`src/pkg/omc_defines.svh`:
```
// constants for the operating mode controller
`ifndef OMC_DEFINES_SVH
`define OMC_DEFINES_SVH
`define OMC_PSV_OFF 2'h0
`define OMC_PSV_PERIODIC 2'h1
`define OMC_PSV_RTS 2'h2
`define OMC_PSV_DTR 2'h3
`define OMC_SHUT_CYCLES 8'h04
`endif

```
`src/pkg/omc_pkg.sv`:
```
// types for the operating mode controller
package omc_pkg;
  typedef enum logic [2:0] {
    OMC_NOPWR = 3'h0,
    OMC_OFF = 3'h1,
    OMC_ACTIVE = 3'h3,
    OMC_CONN = 3'h2,
    OMC_IDLE = 3'h6,
    OMC_SHUT = 3'h7,
    OMC_HALT = 3'h5
  } omc_mode_t;

  typedef struct packed {
    logic usbRemoteWake;
    logic pagingTick;
    logic uartPeriodicTick;
    logic uartRxData;
    logic rtsOn;
    logic dtrOn;
    logic cardWake;
    logic alarm;
  } omc_wake_t;

  typedef struct packed {
    logic supplyOk;
    logic powerOnInput;
    logic restartInput;
    logic powerOffEvent;
    logic miniCard;
    logic dedicatedPins;
  } omc_power_t;

  typedef struct packed {
    logic connStart;
    logic rfNeeded;
    logic txRxBusy;
    logic connEnd;
    logic activityBusy;
  } omc_radio_t;

  typedef struct packed {
    omc_mode_t mode;
    logic [1:0] psv;
    logic psvEnabled;
    logic [7:0] shutCnt;
    logic connOpen;
  } omc_state_t;
endpackage

```
`src/verilog/omc_mode_ctrl.sv`:
```
// operating mode controller state machine
// Overview of operation
// - missing or low supply keeps the device not powered, interfaces off
// - removing supply forces not-powered mode from any mode
// - idle mode selects the 32 kHz core reference
// - active mode selects the 26 MHz core reference
// - connected mode enables radio data and keeps the 26 MHz reference
// - applying supply enters active mode; alarm cannot start from not powered
// - dedicated-pin variant ignores power-on, restart and alarm while unpowered
// - valid power-off event in active mode shuts down into power-off mode
// - mini-card variant halts instead of entering power-off mode
// - power-on, restart or alarm switches power-off mode into active mode
// - power saving is off after start-up until host writes a setting
// - with power saving on, idle is entered from active when nothing busy
// - flow control on, setting 1 or 3: CTS shows serial port enabled
// - flow control off: CTS held on permanently
// - paging, usb remote wake and periodic serial enable wake from idle
// - flow control off and saving on: serial receive data wakes idle
// - flow control off, setting 2: host RTS on wakes the device
// - setting 3: host DTR on wakes the device out of idle
// - card interface wake or preset alarm also wakes idle
// - connection start or needed radio activity moves active to connected
// - no traffic suspends connected to active, then idle if saving on
// - ending a data connection returns connected to active
`timescale 1ns/1ns
`include "omc_defines.svh"
module omc_mode_ctrl (
  input wire logic clk,
  input wire logic resetn,
  input wire omc_pkg::omc_power_t power,
  input wire omc_pkg::omc_wake_t wake,
  input wire omc_pkg::omc_radio_t radio,
  input wire logic psvWrite,
  input wire logic [1:0] psvValue,
  input wire logic haltCommand,
  input wire logic hwFlowCtrl,
  output omc_pkg::omc_mode_t mode,
  output logic powerSavingOn,
  output logic coreClk32k,
  output logic coreClk26m,
  output logic rfEnable,
  output logic interfacesOn,
  output logic ctsOn
);
  import omc_pkg::*;

  omc_state_t st_r;
  omc_state_t st_nxt;
  logic wakeReq;
  logic switchOn;

  function automatic logic isRunning(input omc_mode_t m);
    return (m == OMC_ACTIVE) || (m == OMC_CONN) || (m == OMC_IDLE);
  endfunction

  always_comb begin
    wakeReq = 1'b0;
    if (wake.pagingTick || wake.usbRemoteWake)
      wakeReq = 1'b1;
    if (wake.uartPeriodicTick && st_r.psv == `OMC_PSV_PERIODIC)
      wakeReq = 1'b1;
    if (!hwFlowCtrl && st_r.psvEnabled && wake.uartRxData)
      wakeReq = 1'b1;
    if (!hwFlowCtrl && st_r.psv == `OMC_PSV_RTS && wake.rtsOn)
      wakeReq = 1'b1;
    if (st_r.psv == `OMC_PSV_DTR && wake.dtrOn)
      wakeReq = 1'b1;
    if (wake.cardWake || wake.alarm)
      wakeReq = 1'b1;
    switchOn = power.powerOnInput || power.restartInput || wake.alarm;
  end

  always_comb begin
    st_nxt = st_r;
    if (!power.supplyOk) begin
      st_nxt.mode = OMC_NOPWR;
      st_nxt.psv = `OMC_PSV_OFF;
      st_nxt.psvEnabled = 1'b0;
      st_nxt.connOpen = 1'b0;
      st_nxt.shutCnt = 8'h00;
    end else begin
      if (psvWrite && isRunning(st_r.mode)) begin
        st_nxt.psv = psvValue;
        st_nxt.psvEnabled = (psvValue != `OMC_PSV_OFF);
      end
      unique case (st_r.mode)
        OMC_NOPWR: begin
          // supply alone starts it; pins and alarm are ignored
          st_nxt.mode = OMC_ACTIVE;
          st_nxt.psv = `OMC_PSV_OFF;
          st_nxt.psvEnabled = 1'b0;
        end
        OMC_OFF: begin
          if (switchOn) begin
            st_nxt.mode = OMC_ACTIVE;
            st_nxt.psv = `OMC_PSV_OFF;
            st_nxt.psvEnabled = 1'b0;
          end
        end
        OMC_ACTIVE: begin
          if (power.powerOffEvent || (haltCommand && power.miniCard)) begin
            st_nxt.mode = OMC_SHUT;
            st_nxt.shutCnt = `OMC_SHUT_CYCLES;
          end else if (radio.connStart || (st_r.connOpen && radio.rfNeeded)) begin
            st_nxt.mode = OMC_CONN;
            if (radio.connStart)
              st_nxt.connOpen = 1'b1;
          end else if (st_r.psvEnabled && !radio.activityBusy && !wakeReq) begin
            st_nxt.mode = OMC_IDLE;
          end
        end
        OMC_CONN: begin
          if (radio.connEnd) begin
            st_nxt.mode = OMC_ACTIVE;
            st_nxt.connOpen = 1'b0;
          end else if (!radio.txRxBusy) begin
            st_nxt.mode = OMC_ACTIVE;
          end
        end
        OMC_IDLE: begin
          if (wakeReq || (st_r.connOpen && radio.rfNeeded))
            st_nxt.mode = OMC_ACTIVE;
        end
        OMC_SHUT: begin
          if (st_r.shutCnt > 8'h01) begin
            st_nxt.shutCnt = st_r.shutCnt - 8'h01;
          end else begin
            st_nxt.mode = power.miniCard ? OMC_HALT : OMC_OFF;
            st_nxt.shutCnt = 8'h00;
            st_nxt.connOpen = 1'b0;
          end
        end
        OMC_HALT: begin
          // halt leaves only through restart input or supply loss
          if (power.restartInput) begin
            st_nxt.mode = OMC_ACTIVE;
            st_nxt.psv = `OMC_PSV_OFF;
            st_nxt.psvEnabled = 1'b0;
          end
        end
        default: st_nxt.mode = OMC_NOPWR;
      endcase
    end
  end

  always_ff @(posedge clk or negedge resetn) begin
    if (!resetn) begin
      st_r <= '{mode: OMC_NOPWR, psv: 2'h0, psvEnabled: 1'b0, shutCnt: 8'h00,
                connOpen: 1'b0};
    end else begin
      st_r <= st_nxt;
    end
  end

  always_comb begin
    mode = st_r.mode;
    powerSavingOn = st_r.psvEnabled;
    coreClk32k = (st_r.mode == OMC_IDLE);
    coreClk26m = (st_r.mode == OMC_ACTIVE) || (st_r.mode == OMC_CONN);
    rfEnable = (st_r.mode == OMC_CONN);
    interfacesOn = coreClk26m;
    if (!hwFlowCtrl)
      ctsOn = 1'b1;
    else if (st_r.psv == `OMC_PSV_PERIODIC || st_r.psv == `OMC_PSV_DTR)
      ctsOn = interfacesOn;
    else
      ctsOn = interfacesOn;
  end
endmodule

```
`config.mk`:
```
export PLATFORM = sky130hd
export DESIGN_NAME = omc_mode_ctrl
export DESIGN_NICKNAME = d
export VERILOG_FILES = /design/src/pkg/omc_pkg.sv /design/src/verilog/omc_mode_ctrl.sv
export VERILOG_INCLUDE_DIRS = /design/src /design/src/pkg
export SDC_FILE = /design/constraint.sdc
export NUM_CORES = 1
export LEC_CHECK = 0
export BUFFER_PORTS_ARGS = -buffer_cell sky130_fd_sc_hd__buf_4
export CAP_MARGIN = 40
export CORE_ASPECT_RATIO = 0.8
export CORE_MARGIN = 10
export CORE_UTILIZATION = 23
export DETAILED_ROUTE_END_ITERATION = 8
export GPL_TIMING_DRIVEN = 0
export SYNTH_ARGS = -nofsm -noshare
export SYNTH_HDL_FRONTEND = slang
export SYNTH_SLANG_ARGS = --single-unit
```
`constraint.sdc`:
```
create_clock -name clk -period 2.4 [get_ports clk]
set_input_delay 0.72 -clock clk [delete_from_list [all_inputs] [get_ports clk]]
set_output_delay 0.72 -clock clk [all_outputs]
set_load 0.05 [all_outputs]
```
==> flow_summary.toml <==
[die]
die_width_um = 97.09
start_util_pct = 23.79
fp.dieH_um = 81.68
rows = 22
io_pins = 35
die-area_um2 = 7930
coreArea_um2 = 4597

[run]
max_cap_violations = 0

[detailed_routing]
drtAntennaViolNets = 0
drc = 0
num_vias = 1123
wl_per_cell_um = 13.47
viasPerCell = 4.841
first_pass_iters = 4
wl_mm = 3.126
first_iter_violations = 77

[placement]
dp_slack_ns = 0.1641
io_buffers = 33
place_hpwl_mm = 2.522
gp_congestion = 0.8294
dp.cells = 228

[cells_and_area]
nets = 201
fin_cells = 232
final_cell_mix = "37 x buf_4, 17 x o21ai_0, 15 x dfrtp_1, 12 x nand2_1"
nFillCells = 487
antenna-diode-count = 0
layout_commonest_cell = "buf_4"
drive_gt1_share_pct = 26.74
syn2layout_area_growth_pct = 34.44
utilization_pct = 31.98

[synth]
synth-edff-count = 0
syn-num-nets = 163
syn_area_um2 = 1094
yosys_warnings = 0
async_flop_share_pct = 100.0
ys.flop_type = "dfrtp_1"
syn_avg_cell_area_um2 = 8.100
synth_cell_type_count = 36
yosysSeqAreaShare_pct = 34.32
ys_ff_latch = 15
synthCells = 135

[sta]
setup-violations-final = 0
finalClockSkew_ns = 0.001147
timing.fmax_ghz = 0.4431
relSlewSlack_pct = 64.57
finalMaxSlewViolations = 0
hold_violations = 0
rsz0062_at_grt = "false"
worstMarginPinSlew_ns = 0.5282
finalSetupTns_ns = 0
worst_slack_ns = 0.1433
finalCriticalPeriod_ns = 2.257
finalCritPeriodShare_pct = 94.03

[critical_path]
ff2ff_setup_slack_ns = 0.21
r2r-end = "mode[2]"
worstPathRequired_ns = 1.68
worstReg2RegStart = "st_r[4]"
cp-start-kind = "flop"
critical_path_class = "reg2out"
reg2regPathDepth = 5
cp_data_arrival_time_ns = 1.54
end_kind = "output pin"
cp_max_fo = 10

[clock_tree]
clkSinkCount = 15
htree_levels = 1
hold_buffers = 0
cts_setup_buffers = 0
clk_latency_ns = 0.25
numCtsBuffers = 3
cts_tree = "built"
cts-root-buf = "clkbuf_8"
path_clk_slew_ns = 0.07
clock_path_buffers = 2
cts.repair.resized = 0

[global_route]
grt_usage_pct = 7.724
antenna_found_initial = 0
gr-total-overflow = 0
grt_max_degree = 16
grt_pass1_vias = 1053
grt_pass1_wl_mm = 5.168

[power]
peakVddDrop_mv = 0.3176
p_per_area_nw_per_um2 = 686.9
leakage_nw = 0.6758

[outcome]
outcome = "finished clean"

[worst_hold_path]
worst_hold_path_type = "in2async"
==> power breakdown <==
part	switching [W]	internal (W)	leakage (nW)	total, W
Clock	0.0000979	0.000118	0.0228	0.000216
Combinational	0.000304	0.000178	0.449	0.000482
Sequential	0.0000382	0.000274	0.204	0.000312
==> cell usage after synthesis (4+ instances only) <==
library cell / instances / area (um2)
inv_1: 11 / 41.29
clkbuf_1: 5 / 18.77
o31ai_1: 6 / 45.04
a21oi_1: 11 / 55.05
mux2i_1: 4 / 40.04
nand2_1: 12 / 45.04
nor2_1: 10 / 37.54
o21ai_0: 17 / 85.08
dfrtp_1: 15 / 375.4
nand2b_1: 4 / 25.02
buf_4: 4 / 30.03
nor4_1: 4 / 25.02
==> cell type report <==
cell class                      instances  area, um2  area share, %
Multi-Input combinational cell        100      633.1          43.06
Clock buffer                            4      45.04          3.064
Timing Repair Buffer                   33      247.7          16.85
Tap cell                               60      75.07          5.106
Buffer                                  9      52.55          3.574
Sequential cell                        15      375.4          25.53
Inverter                               11      41.29          2.809
==> through the flow <==
| step | power (W) | hold WS [ns] | area, um2 |
|---|---|---|---|
| 2_1_floorplan | 0.0006407 | 0.4244 | 1094 |
| 3_5_place_dp | 0.0007945 | 0.5082 | 1416 |
| 3_3_place_gp | 0.0007982 | 0.5044 | 1416 |
| 4_1_cts | 0.001007 | 0.3254 | 1461 |
| 5_1_grt | 0.001073 | 0.3234 | 1470 |
| 6_report | 0.001010 | 0.3138 | 1470 |
==> routing by layer <==
metal	GRT usage, %	part of all wire [%]
met1	10.81	51
met5	0	0
met2	10.93	43
met4	1.029	0.32
met3	3.188	6.1
==> worst max-delay path: stages, from the launching register on <==
cell	delay (ns)
dfrtp_1	0.44
clkbuf_2	0.25
nand2b_1	0.21
inv_1	0.07
buf_4	0.13
buf_4	0.18
==> kinds of logic (layout without fill, tap and decap cells) <==
| family | count (synthesis) | in the layout | synth area share [%] |
|---|---|---|---|
| AO/OA/AOI/OAI | 47 | 47 | 28.38 |
| AND/OR/NAND/NOR | 47 | 47 | 23.11 |
| buffers and inverters | 20 | 57 | 8.238 |
| flip-flops | 15 | 15 | 34.32 |
| multiplexers | 4 | 4 | 3.661 |
| adder cells (fa/ha/maj) | 2 | 2 | 2.288 |
==> flip-flops by register name, summed over array words and instances (netlist names) <==
signal / cells
st_r: 11
mode: 3
powerSavingOn: 1
==> how the worst max path moves through the flow <==
stage               startpoint      endpoint  depth (start not counted)
finish                 mode[2]  interfacesOn                          5
global route           mode[2]  interfacesOn                          5
CTS                    mode[2]  interfacesOn                          5
detailed placement     wake[0]       mode[2]                          6
global placement       wake[0]       mode[0]                          6
floorplan              mode[2]      rfEnable                          3
No activity file was read; power rests on OpenSTA's default activity.
